$ cat config.mk
export PLATFORM = sky130hd
export DESIGN_NAME = tpd_top
export DESIGN_NICKNAME = d
export VERILOG_FILES = /design/src/tpd_pkg.sv /design/src/tpd_tick_div.sv /design/src/tpd_top.sv /design/src/tpd_wave.sv
export SDC_FILE = /design/constraint.sdc
export NUM_CORES = 1
export LEC_CHECK = 0
export BUFFER_PORTS_ARGS = -buffer_cell sky130_fd_sc_hd__buf_2
export CORE_UTILIZATION = 54
export CTS_CLUSTER_DIAMETER = 150
export DETAILED_ROUTE_END_ITERATION = 10
export PLACE_DENSITY = 0.8
export SYNTH_ARGS = -nofsm -noshare
export SYNTH_HDL_FRONTEND = slang
export SYNTH_SLANG_ARGS = --single-unit
$ cat constraint.sdc
create_clock -name pclk -period 2.21 [get_ports pclk]
set_clock_uncertainty 0.05 [all_clocks]
set_input_delay 0.442 -clock pclk [delete_from_list [all_inputs] [get_ports pclk]]
set_output_delay 0.442 -clock pclk [all_outputs]
set_load 0.01 [all_outputs]
$ cat src/tpd_pkg.sv
package tpd_pkg;

    // ************************************************************
    // register map
    // ************************************************************
    localparam logic [11:0] TPD_COARSE_OFS    = 12'h000;
    localparam logic [11:0] TPD_FINE_OFS      = 12'h004;
    localparam logic [11:0] TPD_CTRL_OFS      = 12'h008;
    localparam logic [11:0] TPD_WORK_OFS      = 12'h00c;
    localparam logic [11:0] TPD_STATUS_OFS    = 12'h010;

    // ************************************************************
    // fields and reset values
    // ************************************************************
    localparam int          TPD_CTRL_POL_BIT  = 0;
    localparam int          TPD_STAT_PEND_BIT = 0;
    localparam int          TPD_STAT_OUT_BIT  = 1;
    localparam logic [6:0]  TPD_COARSE_RST    = 7'h00;
    localparam logic [6:0]  TPD_FINE_RST      = 7'h7f;
    localparam logic        TPD_POL_RST       = 1'b1;

    // ************************************************************
    // timing
    // ************************************************************
    localparam int          TPD_TICK_DIV      = 3;
    localparam int          TPD_CNT_W         = 14;
    localparam int          TPD_HALF_W        = 7;

    typedef struct packed {
        logic [6:0] coarse;
        logic [6:0] fine;
    } tpd_value_s;

endpackage

$ cat src/tpd_tick_div.sv
`timescale 1ns/1ns
module tpd_tick_div
    import tpd_pkg::*;
#(
    parameter int DIV = TPD_TICK_DIV
) (
    input  wire logic pclk,
    input  wire logic presetn,
    output logic      tick
);
    localparam int W = (DIV > 1) ? $clog2(DIV) : 1;

    logic [W-1:0] cnt_ff;
    logic [W-1:0] nxt_cnt;
    logic         tick_ff;
    logic         nxt_tick;

    // refused at elaboration: a zero divider has no tick at all
    if (DIV < 1) begin : g_bad_div
        $error("tick divider must be at least one");
    end

    always_comb begin
        if (cnt_ff == W'(DIV - 1)) begin
            nxt_cnt  = '0;
            nxt_tick = 1'b1;
        end else begin
            nxt_cnt  = cnt_ff + W'(1);
            nxt_tick = 1'b0;
        end
    end

    always_ff @(posedge pclk or negedge presetn) begin
        if (!presetn) begin
            cnt_ff  <= '0;
            tick_ff <= 1'b0;
        end else begin
            cnt_ff  <= nxt_cnt;
            tick_ff <= nxt_tick;
        end
    end

    assign tick = tick_ff;
endmodule // tpd_tick_div

$ cat src/tpd_top.sv
`timescale 1ns/1ns
module tpd_top
    import tpd_pkg::*;
(
    input  wire logic        pclk,
    input  wire logic        presetn,
    input  wire logic        psel,
    input  wire logic        penable,
    input  wire logic        pwrite,
    input  wire logic [11:0] paddr,
    input  wire logic [31:0] pwdata,
    output logic      [31:0] prdata,
    output logic             pready,
    output logic             pslverr,
    output logic             tuning_pwm_output
);
    // ************************************************************
    // tick and free counter
    // ************************************************************
    logic                 tick;
    logic [TPD_CNT_W-1:0] cnt_ff;
    logic [TPD_CNT_W-1:0] nxt_cnt;

    tpd_tick_div #(
        .DIV     (TPD_TICK_DIV)
    ) u_div (
        .pclk    (pclk),
        .presetn (presetn),
        .tick    (tick)
    );

    always_comb begin
        nxt_cnt = tick ? cnt_ff + TPD_CNT_W'(1) : cnt_ff;
    end

    always_ff @(posedge pclk or negedge presetn) begin
        if (!presetn) begin
            cnt_ff <= '0;
        end else begin
            cnt_ff <= nxt_cnt;
        end
    end

    logic [6:0] phase;
    logic [6:0] sub_num;
    logic       sub_start;
    assign phase     = cnt_ff[TPD_HALF_W-1:0];
    assign sub_num   = cnt_ff[TPD_CNT_W-1:TPD_HALF_W];
    // tick that moves the counter to phase 0: the last tick of a sub-period
    assign sub_start = tick && (phase == 7'h7f);

    // ************************************************************
    // register bus and latches
    // ************************************************************
    logic [6:0]  coarse_tuning_latch_ff, nxt_coarse;
    logic [6:0]  fine_tuning_latch_ff, nxt_fine;
    logic        tuning_polarity_bit_ff, nxt_pol;
    logic        pend_ff, nxt_pend;
    tpd_value_s  work_ff, nxt_work;
    tpd_value_s  stage_ff, nxt_stage;
    logic        arm_ff, nxt_arm;
    logic [31:0] prdata_ff, nxt_prdata;
    logic        pready_ff, nxt_pready;
    logic        pslverr_ff, nxt_pslverr;
    logic        wr_en;
    logic        rd_en;
    logic        hit;
    logic        tuning_pwm_output_ff;

    assign wr_en = psel && penable && pwrite && pready_ff;
    assign rd_en = psel && !penable && !pwrite;

    always_comb begin
        hit = (paddr == TPD_COARSE_OFS) || (paddr == TPD_FINE_OFS)
           || (paddr == TPD_CTRL_OFS) || (paddr == TPD_WORK_OFS)
           || (paddr == TPD_STATUS_OFS);
    end

    always_comb begin
        nxt_coarse  = coarse_tuning_latch_ff;
        nxt_fine    = fine_tuning_latch_ff;
        nxt_pol     = tuning_polarity_bit_ff;
        nxt_pend    = pend_ff;
        nxt_work    = work_ff;
        nxt_stage   = stage_ff;
        nxt_arm     = arm_ff;
        nxt_prdata  = prdata_ff;
        nxt_pready  = 1'b0;
        nxt_pslverr = 1'b0;
        // no wait state: answer in the cycle after setup
        if (psel && !penable) begin
            nxt_pready  = 1'b1;
            nxt_pslverr = !hit;
        end
        if (rd_en) begin
            unique case (paddr)
                TPD_COARSE_OFS: nxt_prdata = {25'h0, coarse_tuning_latch_ff};
                TPD_FINE_OFS:   nxt_prdata = {25'h0, fine_tuning_latch_ff};
                TPD_CTRL_OFS:   nxt_prdata = {31'h0, tuning_polarity_bit_ff};
                TPD_WORK_OFS:   nxt_prdata = {18'h0, work_ff};
                TPD_STATUS_OFS: nxt_prdata = {30'h0, tuning_pwm_output_ff, pend_ff};
                default:        nxt_prdata = 32'h0;
            endcase
        end
        // the new value drives the waveform one sub-period after loading
        if (sub_start) begin
            nxt_arm = 1'b0;
            if (arm_ff) begin
                nxt_stage = work_ff;
            end
        end
        if (sub_start && pend_ff) begin
            nxt_work = '{coarse: coarse_tuning_latch_ff, fine: fine_tuning_latch_ff};
            nxt_pend = 1'b0;
            nxt_arm  = 1'b1;
        end
        if (wr_en && hit) begin
            unique case (paddr)
                // coarse first, then fine; only the fine write arms the transfer
                TPD_COARSE_OFS: nxt_coarse = pwdata[6:0];
                TPD_FINE_OFS: begin
                    nxt_fine = pwdata[6:0];
                    nxt_pend = 1'b1;
                end
                TPD_CTRL_OFS:   nxt_pol = pwdata[TPD_CTRL_POL_BIT];
                default:        ;
            endcase
        end
    end

    always_ff @(posedge pclk or negedge presetn) begin
        if (!presetn) begin
            coarse_tuning_latch_ff <= TPD_COARSE_RST;
            fine_tuning_latch_ff   <= TPD_FINE_RST;
            tuning_polarity_bit_ff <= TPD_POL_RST;
            pend_ff                <= 1'b0;
            work_ff                <= '{coarse: TPD_COARSE_RST, fine: TPD_FINE_RST};
            stage_ff               <= '{coarse: TPD_COARSE_RST, fine: TPD_FINE_RST};
            arm_ff                 <= 1'b0;
            prdata_ff              <= 32'h0;
            pready_ff              <= 1'b0;
            pslverr_ff             <= 1'b0;
        end else begin
            coarse_tuning_latch_ff <= nxt_coarse;
            fine_tuning_latch_ff   <= nxt_fine;
            tuning_polarity_bit_ff <= nxt_pol;
            pend_ff                <= nxt_pend;
            work_ff                <= nxt_work;
            stage_ff               <= nxt_stage;
            arm_ff                 <= nxt_arm;
            prdata_ff              <= nxt_prdata;
            pready_ff              <= nxt_pready;
            pslverr_ff             <= nxt_pslverr;
        end
    end

    // ************************************************************
    // waveform
    // ************************************************************
    tpd_wave u_wave (
        .pclk     (pclk),
        .presetn  (presetn),
        .tick     (tick),
        .sub_num  (sub_num),
        .phase    (phase),
        .work     (stage_ff),
        .polarity (tuning_polarity_bit_ff),
        .wave     (tuning_pwm_output_ff)
    );

    assign prdata            = prdata_ff;
    assign pready            = pready_ff;
    assign pslverr           = pslverr_ff;
    assign tuning_pwm_output = tuning_pwm_output_ff;
endmodule // tpd_top

$ cat src/tpd_wave.sv
`timescale 1ns/1ns
module tpd_wave
    import tpd_pkg::*;
(
    input  wire logic       pclk,
    input  wire logic       presetn,
    input  wire logic       tick,
    input  wire logic [6:0] sub_num,
    input  wire logic [6:0] phase,
    input  wire tpd_value_s work,
    input  wire logic       polarity,
    output logic            wave
);
    // ************************************************************
    // fine selection
    // ************************************************************
    function automatic logic fine_hit(input logic [6:0] fine, input logic [6:0] sub);
        logic hit;
        hit = 1'b0;
        for (int b = 0; b < 7; b++) begin
            // bit b picks sub-periods whose lowest set bit is 6-b
            if (!fine[b] && sub[6-b] && ((sub & 7'((1 << (6 - b)) - 1)) == 7'h00)) begin
                hit = 1'b1;
            end
        end
        return hit;
    endfunction

    logic wave_ff;
    logic nxt_wave;
    logic coarse_hi;
    logic extra;

    always_comb begin
        coarse_hi = (phase > work.coarse);
        extra     = (phase == 7'h00) && fine_hit(work.fine, sub_num);
        nxt_wave  = (coarse_hi | extra) ~^ polarity;
    end

    always_ff @(posedge pclk or negedge presetn) begin
        if (!presetn) begin
            wave_ff <= 1'b0;
        end else if (tick) begin
            wave_ff <= nxt_wave;
        end
    end

    assign wave = wave_ff;
endmodule // tpd_wave
Word level (Yosys, flattened, before mapping) --
Cells that the tools add are included.
Operators by class: bitwise gates (word level) 2, reduce and logical (&&, ||, !) cells 49, $lt $le $gt $ge 1, muxes and demuxes 17, eq/ne operators 6, multiply operators 0, div/mod/pow operators 0, shifts and indexed selects 0, add/subtract/negate cells 2
Operator list (number):
- $pmux W14 S5 | 1
- $logic_not A7 Y1 | 7
- $eq A12 B4 Y1 const B | 2
- $logic_and A1 B1 Y1 | 22
- $mux W1 | 15
- $add A14 B1 Y14 const B | 1
- $eq A12 B3 Y1 const B | 1
- $eq A12 B5 Y1 const B | 1
- $logic_not A12 Y1 | 1
- $logic_not A1 Y1 | 10
- $reduce_and A2 Y1 | 4
- $eq A7 B7 Y1 const B | 1
- $gt A7 B7 Y1 | 1
- $logic_or A1 B1 Y1 | 4
- $add A2 B1 Y2 const B | 1
- $eq A2 B2 Y1 const B | 1
- $mux W2 | 1
- $reduce_bool A2 Y1 | 1
- $or A1 B1 Y1 | 1
- $xnor A1 B1 Y1 | 1
Word-level totals: memories 0, RAM bits 0, latch bits 0, output and inout bits 35, logic and storage cells 93, flip-flop bits (word level) 97, input bits 49, bits in read-only memories 0

Longest topological paths before layout --
Gate-level depths: netlist (run 1).
depth in word-level cells 13, mapped depth 8, mapped depth without buffers 7

By module --
From an unflattened synthesis (run 1), not the netlist that was laid out.
Unflattened totals: cell total of the unflattened synthesis 315, area, all modules 3748.6 um^2
Modules (own cells, without submodules):
- tpd_top | sequential area each 1904.3 um^2, cells each 263, times used 1, area each 3319.4 um^2
- tpd_wave | sequential area each 25.0 um^2, cells each 46, times used 1, area each 335.3 um^2
- tpd_tick_div | sequential area each 75.1 um^2, cells each 6, times used 1, area each 93.8 um^2

Worst setup path before layout (run 1) --
Ideal clock, no wire load.
kind register -> register, start reg cnt_ff[0], end reg u_wave.wave_ff (netlist: u_wave.wave), path buffers 0, path slack 0.284 ns, data arrival time 1.749 ns, clock period less this slack 1.926 ns, stages on the path, launching flop included 7, setup time 0.127 ns, data required time 2.033 ns, path through dfrtp_1 > inv_1 > ha_1 > or4b_1 > a2111oi_0 > a221o_1 > nand3_1
Between the ends: cells in the longest elaborated chain, start to end 4, elaborated cells between the ends (all ways) 5
RTL lines:
- start, declared | line tpd_top.sv:21 | logic [TPD_CNT_W-1:0] cnt_ff;
- start signal, assigned | line tpd_top.sv:40 | cnt_ff <= nxt_cnt;
- branches (longest 2 deep; another with $gt A7 B7 Y1)
- $or A1 B1 Y1 * | line tpd_wave.sv:37 | nxt_wave = (coarse_hi | extra) ~^ polarity;
- $xnor A1 B1 Y1 * | line tpd_wave.sv:37
- end signal, assigned | line tpd_wave.sv:44 | wave_ff <= nxt_wave;
- end, declared | line tpd_wave.sv:29 | logic wave_ff;
Every way passes the cells marked *. A chain may end at the register's enable or synchronous reset.

Worst setup path after layout (run 1) --
Same ends and word-level chain as after synthesis.

==> impl_metrics.tcl, run 1 <==
set metrics [dict create \
    outcome "finished, final reports clean" \
    synth.distinct_cells 51 \
    wl_per_cell_um 15.7 \
    clockBufferDepth 2 \
    ctsRootBufferMaster "clkbuf_8" \
    synth_xor_area_share_pct 3.00 \
    layoutNonFillerInstCount 451 \
    num-fill-cells 480 \
    crit_arrival_ns 2.27 \
    die_width_um 85.8 \
    synthArstFlopShare_pct 100 \
    final_common_cell "dfrtp_1" \
    synth_top_family_by_area "multiplexers" \
    p_switching_mw 0.597 \
    synthAdderAreaFrac_pct 2.97 \
    critPathKind "register to register" \
    p_comb_share_pct 3.7 \
    fin_setup_tns_ns 0 \
    synthCells 299 \
    tightest_slew_ns 0.566 \
    swShare_pct 22.1 \
    max_cap_violations 0 \
    n_antenna_cell 0 \
    grt_use_total_pct 21.0 \
    clock_latency_ns 0.35 \
    grt_pass1_vias 2324 \
    relSlewSlack_pct 61.3 \
    place_inst 435 \
    ir_drop_uv 601 \
    area_delta_synth_final_pct 13.3 \
    drc 0 \
    cts_made_buffers 9 \
    firstDrtPassIters 4 \
    worstHoldPathType "primary input to asynchronous set/reset pin" \
    antenna_found_initial 0 \
    routabilityCongestion 0.778 \
    worst_r2r_endpoint "u_wave.wave" \
    finalCriticalPeriod_ns 2.08 \
    synth_ff_type "dfrtp_1" \
    initial_core_util_pct 55.8 \
    cp_data_required_time_ns 2.39 \
    reg2reg_from "cnt_ff[0]" \
    grt_max_degree 41 \
    core_um2 6790 \
    nNetsFinal 408 \
    cts.clk_slew.worst_paths_ns 0.08 \
    p_seq_share_pct 53.5 \
    setup_viol 0 \
    synth_top_cell_by_area "dfrtp_1" \
    p_leak_nw 2.09 \
    post-dp-hpwl_um 5200 \
    ff2ff_path_depth 6 \
    dp_slack_ns 0.0815 \
    syn_area_um2 3790 \
    rsz0062_at_grt "no" \
    stdcell_area_um2 4300 \
    place_area_um2 4080 \
    num_rows 30 \
    clock-sinks 79 \
    ys_ff_latch 79 \
    endpoint_kind "register" \
    die_height_um 85.8 \
    drt-vias-per-instance 5.38 \
    power_density_nw_per_um2 630 \
    p_clk_share_pct 42.8 \
    syn_avg_cell_area_um2 12.7 \
    final_cell_mix "57 x dfrtp_1, 39 x buf_2, 34 x mux2_2" \
    synth.top_cell.area_share_pct 37.6 \
    route.final.wire_length_um 7070 \
    fin_ws_ns 0.127 \
    seq_area_frac_synth_pct 52.9 \
    die_area_um2 7360 \
    cts_resized 0 \
    gr-total-overflow 0 \
    cts_hold_buffers 0 \
    final_antenna_net_count 0 \
    internal-power_mw 2.11 \
    post-route-period-util_pct 94.2 \
    critPathMaxFanout 2 \
    finalHoldViolations 0 \
    portBuffers 40 \
    synth.area.top_cells "dfrtp_1 38%, dfstp_2 15%, mux2_2 10%, buf_4 4.2%, mux2_4 4.0%" \
    grt_pass1_wl_um 11600 \
    drive_gt1_share_pct 40.8 \
    fmax_ghz 0.480 \
    drt_iter0_markers 116 \
    cts_tree "done" \
    synth_compound_area_share_pct 6.99 \
    htree_levels 3 \
    slew_violations 0 \
    synthSimpleGateAreaFrac_pct 12.8 \
    cp-start-kind "register" \
    synth_enable_flop_cells 0 \
    post_cts_buffers 0 \
    ios 84 \
    reg2reg_slack_ns 0.13 \
    synth_warnings 0 \
    muxShareOfSynthArea_pct 14.9 \
    num_vias 2426 \
]
[through the flow]
stage	power [mW]	util, %	hold WS, ns
2_1_floorplan	1.54	-	0.0964
3_3_place_gp	1.57	60.1	0.373
3_5_place_dp	1.58	60.1	0.389
4_1_cts	2.73	63.2	0.0136
5_1_grt	2.81	63.2	0.0277
6_report	2.71	63.2	0.00834
[critical path, cell delays in order, from the launching register on]
cell and delay, ns:
dfrtp_1 0.40, inv_1 0.09, ha_1 0.15, or4b_1 0.44, a2111oi_0 0.54, a221o_1 0.24, nand3_1 0.06
[cells by family (layout without fill, tap and decap cells)]
logic type                 Yosys count  in the layout
buffers and inverters               40             79
adders and majority gates            9              9
xor gates and xnor gates            13             13
other                                1             18
muxes                               46             46
and+or+nand+nor                     74             74
DFF                                 79             79
AOI/OAI and AO/OA                   37             37
[synth_stat cells, types with 2 or more instances]
cell type	n
dfrtp_1	57
clkbuf_1	4
nor3b_1	3
nand3_1	12
xnor2_1	10
nor3_1	3
a2111oi_0	2
mux2_4	10
nand2_1	15
xor2_1	3
buf_2	3
nand2b_1	2
a22oi_1	5
nor2_1	5
and3_1	5
a22o_1	7
dfstp_2	22
inv_1	11
buf_4	21
nor4b_4	2
o211ai_1	6
mux2_2	34
a31oi_1	2
ha_1	9
nand4_1	5
a21oi_1	3
nor2b_1	8
o21ai_0	7
[state kept, by name, indices dropped and copies added (netlist names)]
register	cells
arm_ff	1
cnt_ff	14
coarse_tuning_latch_ff	7
fine_tuning_latch_ff	7
pend_ff	1
prdata	14
pready	1
pslverr	1
stage_ff	14
tuning_polarity_bit_ff	1
u_div.cnt_ff	2
u_div.tick	1
u_wave.wave	1
work_ff	14
[area by class of cell]
class	instances	area (um2)	share of cell area, %
repair buffers	52	305	7.11
clock inverters	6	85.1	1.98
clock buffers	10	128	2.97
well taps	96	120	2.80
inverters	11	41.3	0.961
flip-flops and latches	79	2000	46.7
multi-input cells	197	1610	37.5
[power by group through the flow]
stage | clock (mW) | sequential, mW | combinational, mW
after floorplan | 0 | 1.48 | 0.0605
after global placement | 0 | 1.48 | 0.0986
after detailed placement | 0 | 1.48 | 0.101
after CTS | 1.18 | 1.45 | 0.101
after global routing | 1.24 | 1.45 | 0.112
final | 1.16 | 1.45 | 0.0990
[worst max-delay path by stage]
stage               from                         to  slack, ns
2_1_floorplan  cnt_ff[0]                u_wave.wave       0.28
3_3_place_gp    paddr[9]  coarse_tuning_latch_ff[6]       0.12
3_5_place_dp    paddr[5]  coarse_tuning_latch_ff[0]       0.08
4_1_cts        cnt_ff[0]                u_wave.wave       0.09
5_1_grt        cnt_ff[0]                u_wave.wave       0.03
6_report       cnt_ff[0]                u_wave.wave       0.13
[per-layer routing]
layer	share of wire (%)	track usage (%)	vias to the layer above
li1	-	-	1132
met1	45	27.3	1220
met2	50	34.3	63
met3	3.1	3.75	11
met4	2.1	10.0	0
met5	0	0	-
Power figures use the tool's default switching activity.
==> inputs of run 2 (changes only) <==
--- a/config.mk
+++ b/config.mk
@@ -9,7 +9,8 @@
 export CORE_UTILIZATION = 54
 export CTS_CLUSTER_DIAMETER = 150
 export DETAILED_ROUTE_END_ITERATION = 10
-export PLACE_DENSITY = 0.8
+export PLACE_DENSITY = 0.9
+export REMOVE_ABC_BUFFERS = 1
 export SYNTH_ARGS = -nofsm -noshare
 export SYNTH_HDL_FRONTEND = slang
 export SYNTH_SLANG_ARGS = --single-unit
==> run 2 against run 1 <==
- the run now ends with hold timing left
- via count is 3.5% higher
- clock power hardly changed
- cell area is 0.58% lower
- global-route usage is 1.0 points higher
- core utilization is 0.37 points lower
- worst setup slack worse by 0.024 ns
- register-to-register slack worse by 0.02 ns
- non-clock buffer count is 3 lower
- combinational power is 0.9% higher
- critical path depth stayed put
- worst hold slack worse by 0.013 ns
- clock-buffer cell count is 3 higher
- critical path type unchanged
- largest cell class unchanged
==> impl_metrics.tcl, run 2 (synthesis gave the netlist of run 1 again) <==
set metrics [dict create \
    outcome "finished with violations" \
    violations "hold timing" \
    fin_setup_tns_ns 0 \
    use_met1_pct 26.9 \
    portBuffers 40 \
    ff2ff_path_depth 6 \
    p_leak_nw 2.08 \
    relSlewSlack_pct 61.7 \
    layoutNonFillerInstCount 448 \
    clock_latency_ns 0.36 \
    num_vias 2512 \
    clock-sinks 79 \
    cts.clk_slew.worst_paths_ns 0.08 \
    finalCriticalPeriod_ns 2.11 \
    max_cap_violations 0 \
    gr-total-overflow 0 \
    grt.met3_usage_pct 3.18 \
    post-dp-hpwl_um 5330 \
    num_rows 30 \
    cts_made_buffers 9 \
    slowest_delay_ns 0.52 \
    cp_data_required_time_ns 2.40 \
    tightest_slew_ns 0.570 \
    utilization_pct 62.9 \
    cp_cell_sequence "inv_1 > ha_1 > or4b_1 > a2111oi_1 > a221o_1 > nand3_1" \
    worstHoldPathType "primary input to asynchronous set/reset pin" \
    final_common_cell "dfrtp_1" \
    cts_tree "done" \
    antenna_found_initial 0 \
    power_density_nw_per_um2 628 \
    grt_max_degree 43 \
    grt_use_total_pct 22.0 \
    fmax_ghz 0.475 \
    critPathMaxFanout 5 \
    drc 0 \
    die_height_um 85.8 \
    routabilityCongestion 0.809 \
    initial_core_util_pct 55.8 \
    ios 84 \
    power_mw 2.68 \
    grt_pass1_wl_um 12200 \
    drive_gt1_share_pct 40.3 \
    ir_drop_uv 528 \
    place_inst 432 \
    grt_util_met2_pct 37.6 \
    reg2reg_from "cnt_ff[1]" \
    htree_levels 3 \
    wl_per_cell_um 17.1 \
    worst_path_max_delay_cell "a2111oi_1" \
    die_width_um 85.8 \
    die_area_um2 7360 \
    cp-start-kind "register" \
    final_cell_mix "57 x dfrtp_1, 39 x buf_2, 34 x mux2_2" \
    crit_arrival_ns 2.30 \
    n_antenna_cell 0 \
    area_delta_synth_final_pct 12.6 \
    num-fill-cells 471 \
    final_antenna_net_count 0 \
    route.final.wire_length_um 7680 \
    firstDrtPassIters 4 \
    reg2reg_slack_ns 0.10 \
    core_um2 6790 \
    worst_r2r_endpoint "u_wave.wave" \
    slew_violations 0 \
    finalHoldViolations 3 \
    post-route-period-util_pct 95.3 \
    grt_pass1_vias 2519 \
    clockBufferDepth 2 \
    holdWs_ns -0.00418 \
    drt_iter0_markers 169 \
    critPathKind "register to register" \
    busiest_layer "met2" \
    ctsRootBufferMaster "clkbuf_8" \
    rsz0062_at_grt "no" \
    endpoint_kind "register" \
    setup_viol 0 \
    drt-vias-per-instance 5.61 \
    nNetsFinal 405 \
]
[run 2: changes by cell type in the layout (fill, tap and decap cells not counted)]
cell,change
clkbuf_8,+3
bufinv_16,-1
a2111oi_0,-1
clkinvlp_4,-2
a2111oi_1,+1
buf_4,-3
[run 2: through the flow]
step / cell area [um2] / worst slack (ns)
2_1_floorplan: 3660 / 0.284
3_3_place_gp: 4060 / 0.143
3_5_place_dp: 4060 / 0.0597
4_1_cts: 4270 / 0.0132
5_1_grt: 4270 / 0.0135
6_report: 4270 / 0.103
[run 2: timing repair]
item                       4_1_cts  5_1_grt
hold buffers                     0        0
setup endpoints to repair        0        1
setup buffers                    0        0
resized for setup                0        1
[run 2: area by class of cell]
type / count / area, um2 / share of cell area, %
flip-flops and latches: 79 / 2000 / 46.9
multi-input cells: 197 / 1610 / 37.8
repair buffers: 49 / 283 / 6.62
clock buffers: 13 / 169 / 3.96
well taps: 96 / 120 / 2.81
inverters: 11 / 41.3 / 0.967
clock inverters: 3 / 40.0 / 0.938
[run 2: worst max-delay path by stage]
| stage | from | cells past startpoint | endpoint |
|---|---|---|---|
| global route | cnt_ff[1] | 6 | u_wave.wave |
| finish | cnt_ff[1] | 6 | u_wave.wave |
| floorplan | cnt_ff[0] | 6 | u_wave.wave |
| CTS | cnt_ff[1] | 6 | u_wave.wave |
| detailed placement | paddr[9] | 6 | coarse_tuning_latch_ff[3] |
| global placement | paddr[9] | 6 | coarse_tuning_latch_ff[2] |
[run 2: per-layer routing]
metal  up-vias  share of wire, %
li1       1130                 -
met1      1291                42
met2        71                52
met3        20               2.9
met4         0               2.9
met5         -                 0
[run 2: power by group]
part           leakage, nW  internal, mW  switching (mW)
Combinational        0.968        0.0283          0.0717
Sequential            1.01          1.45        0.000647
Clock                0.109         0.611           0.521
Total                 2.08          2.09           0.594
[run 2: worst max-delay path: cells and delay by family (launching register included)]
kind	cells	cell delay, ns
adders and majority gates	1	0.13
AOI/OAI and AO/OA	2	0.75
DFF	1	0.43
buffers and inverters	1	0.10
and+or+nand+nor	2	0.53
==> inputs of run 3 (changes only) <==
--- a/config.mk
+++ b/config.mk
@@ -10,7 +10,9 @@
 export CTS_CLUSTER_DIAMETER = 150
 export DETAILED_ROUTE_END_ITERATION = 10
 export PLACE_DENSITY = 0.9
+export RECOVER_POWER = 50
 export REMOVE_ABC_BUFFERS = 1
+export SKIP_LAST_GASP = 1
 export SYNTH_ARGS = -nofsm -noshare
 export SYNTH_HDL_FRONTEND = slang
 export SYNTH_SLANG_ARGS = --single-unit
==> run 3 against run 2 <==
- the run now ends clean
- sequential power is essentially flat
- core utilization fell by 0.31 points
- routed wire length decreased by 0.60%
- via count down 0.12%
- worst setup slack improved by 0.0021 ns
- first-iteration DRC count decreased by 19%
- critical path depth did not move
- clock power about the same
- worst hold slack improved by 0.17 ns
- register-to-register slack about the same
- critical endpoint unchanged
==> impl_metrics.tcl, run 3 (synthesis gave the netlist of run 1 again) <==
set metrics [dict create \
    seq_area_um2 2000 \
    multi_input_area_um2 1610 \
    initial_core_util_pct 55.8 \
    crit_arrival_ns 2.30 \
    htree_levels 3 \
    finalCriticalPeriod_ns 2.10 \
    portBuffers 40 \
    cts_hold_buffers 0 \
    place_inst 432 \
    tightest_slew_ns 0.976 \
    relSlewSlack_pct 35.0 \
    ff2ff_path_depth 6 \
    slew_violations 0 \
    p_seq_share_pct 54.1 \
    ctsRootBufferMaster "clkbuf_8" \
    clock_latency_ns 0.36 \
    route.final.wire_length_um 7630 \
    antenna_found_initial 0 \
    final_cell_mix "57 x dfrtp_1, 39 x buf_2, 34 x mux2_2" \
    n_antenna_cell 0 \
    nNetsFinal 405 \
    clock-sinks 79 \
    grt_util_met2_pct 37.6 \
    gr-total-overflow 0 \
    grt_use_total_pct 22.0 \
    core_um2 6790 \
    final_common_cell "dfrtp_1" \
    final_antenna_net_count 0 \
    cp_data_required_time_ns 2.40 \
    die_width_um 85.8 \
    critPathLaunch "cnt_ff[1]" \
    routabilityCongestion 0.809 \
    outcome "finished, final reports clean" \
    layoutNonFillerInstCount 448 \
    cts_made_buffers 9 \
    grt_max_degree 43 \
    rsz0062_at_grt "no" \
    p_comb_share_pct 3.6 \
    busiest_layer "met2" \
    grt_pass1_wl_um 12200 \
    reg2reg_slack_ns 0.11 \
    wl_per_cell_um 17.0 \
    drive_gt1_share_pct 40.1 \
    die_area_um2 7360 \
    swShare_pct 22.2 \
    grt.met3_usage_pct 3.18 \
    internal-power_mw 2.08 \
    cp-start-kind "register" \
    drc 0 \
    fin_ws_ns 0.105 \
    fmax_ghz 0.475 \
    critPathMaxFanout 5 \
    clockBufferDepth 2 \
    p_leak_nw 2.07 \
    grt_pass1_vias 2519 \
    power_density_nw_per_um2 631 \
    p_switching_mw 0.595 \
    drt_iter0_markers 137 \
    ios 84 \
    post-dp-hpwl_um 5330 \
    dp_slack_ns 0.0597 \
    fin_setup_tns_ns 0 \
    num-fill-cells 473 \
    p_clk_share_pct 42.3 \
    area_delta_synth_final_pct 12.0 \
    num_vias 2509 \
    critPathKind "register to register" \
    num_rows 30 \
    worstHoldPathType "primary input to asynchronous set/reset pin" \
    max_cap_violations 0 \
    post-route-period-util_pct 95.2 \
    cts_tree "done" \
    firstDrtPassIters 4 \
    endpoint_kind "register" \
    finalHoldViolations 0 \
    use_met1_pct 26.9 \
    cts.clk_slew.worst_paths_ns 0.08 \
    setup_viol 0 \
    ir_drop_uv 516 \
    drt-vias-per-instance 5.60 \
    worst_r2r_endpoint "u_wave.wave" \
    reg2reg_from "cnt_ff[1]" \
    die_height_um 85.8 \
]
[run 3: repair_timing]
action	4_1_cts	5_1_grt
resized for setup	0	1
setup endpoints to repair	0	1
endpoints found under the hold margin	0	0
buffers inserted	0	0
[run 3: critical path: stages (launching register included)]
cell,delay (ns)
dfrtp_1,0.44
inv_1,0.09
ha_1,0.13
or4b_1,0.46
a2111oi_1,0.52
a221o_1,0.23
nand3_1,0.07
[run 3: cell type report]
type,instances,area share [%]
Sequential cell,79,47.2
Clock inverter,3,0.942
Multi-Input combinational cell,197,38.0
Timing Repair Buffer,49,6.15
Inverter,11,0.972
Tap cell,96,2.83
Clock buffer,13,3.98
[run 3: how the worst max path moves through the flow]
| stage | endpoint | cells after the start |
|---|---|---|
| 2_1_floorplan | u_wave.wave | 6 |
| 3_3_place_gp | coarse_tuning_latch_ff[2] | 6 |
| 3_5_place_dp | coarse_tuning_latch_ff[3] | 6 |
| 4_1_cts | u_wave.wave | 6 |
| 5_1_grt | u_wave.wave | 6 |
| 6_report | u_wave.wave | 6 |
[run 3: routing by layer]
| metal | up-vias | wire length (um) |
|---|---|---|
| li1 | 1131 | - |
| met1 | 1292 | 3170 |
| met2 | 66 | 4010 |
| met3 | 20 | 237 |
| met4 | 0 | 217 |
| met5 | - | 0 |
[run 3: per-stage QoR]
| step | utilization [%] | total power, mW | hold slack (ns) | instance area [um2] |
|---|---|---|---|---|
| finish | 62.5 | 2.68 | 0.171 | 4250 |
| global route | 62.5 | 2.74 | 0.216 | 4250 |
| CTS | 62.8 | 2.69 | 0.0130 | 4270 |
| detailed placement | 59.8 | 1.58 | 0.382 | 4060 |
| global placement | 59.8 | 1.57 | 0.373 | 4060 |
| floorplan | - | 1.50 | 0.0964 | 3660 |
[run 3: power groups by stage]
stage          sequential (mW)  clock (mW)  combinational (mW)
3_3_place_gp              1.48           0              0.0972
2_1_floorplan             1.48           0              0.0275
5_1_grt                   1.45        1.19               0.108
3_5_place_dp              1.48           0               0.100
4_1_cts                   1.45        1.14               0.101
6_report                  1.45        1.13              0.0957
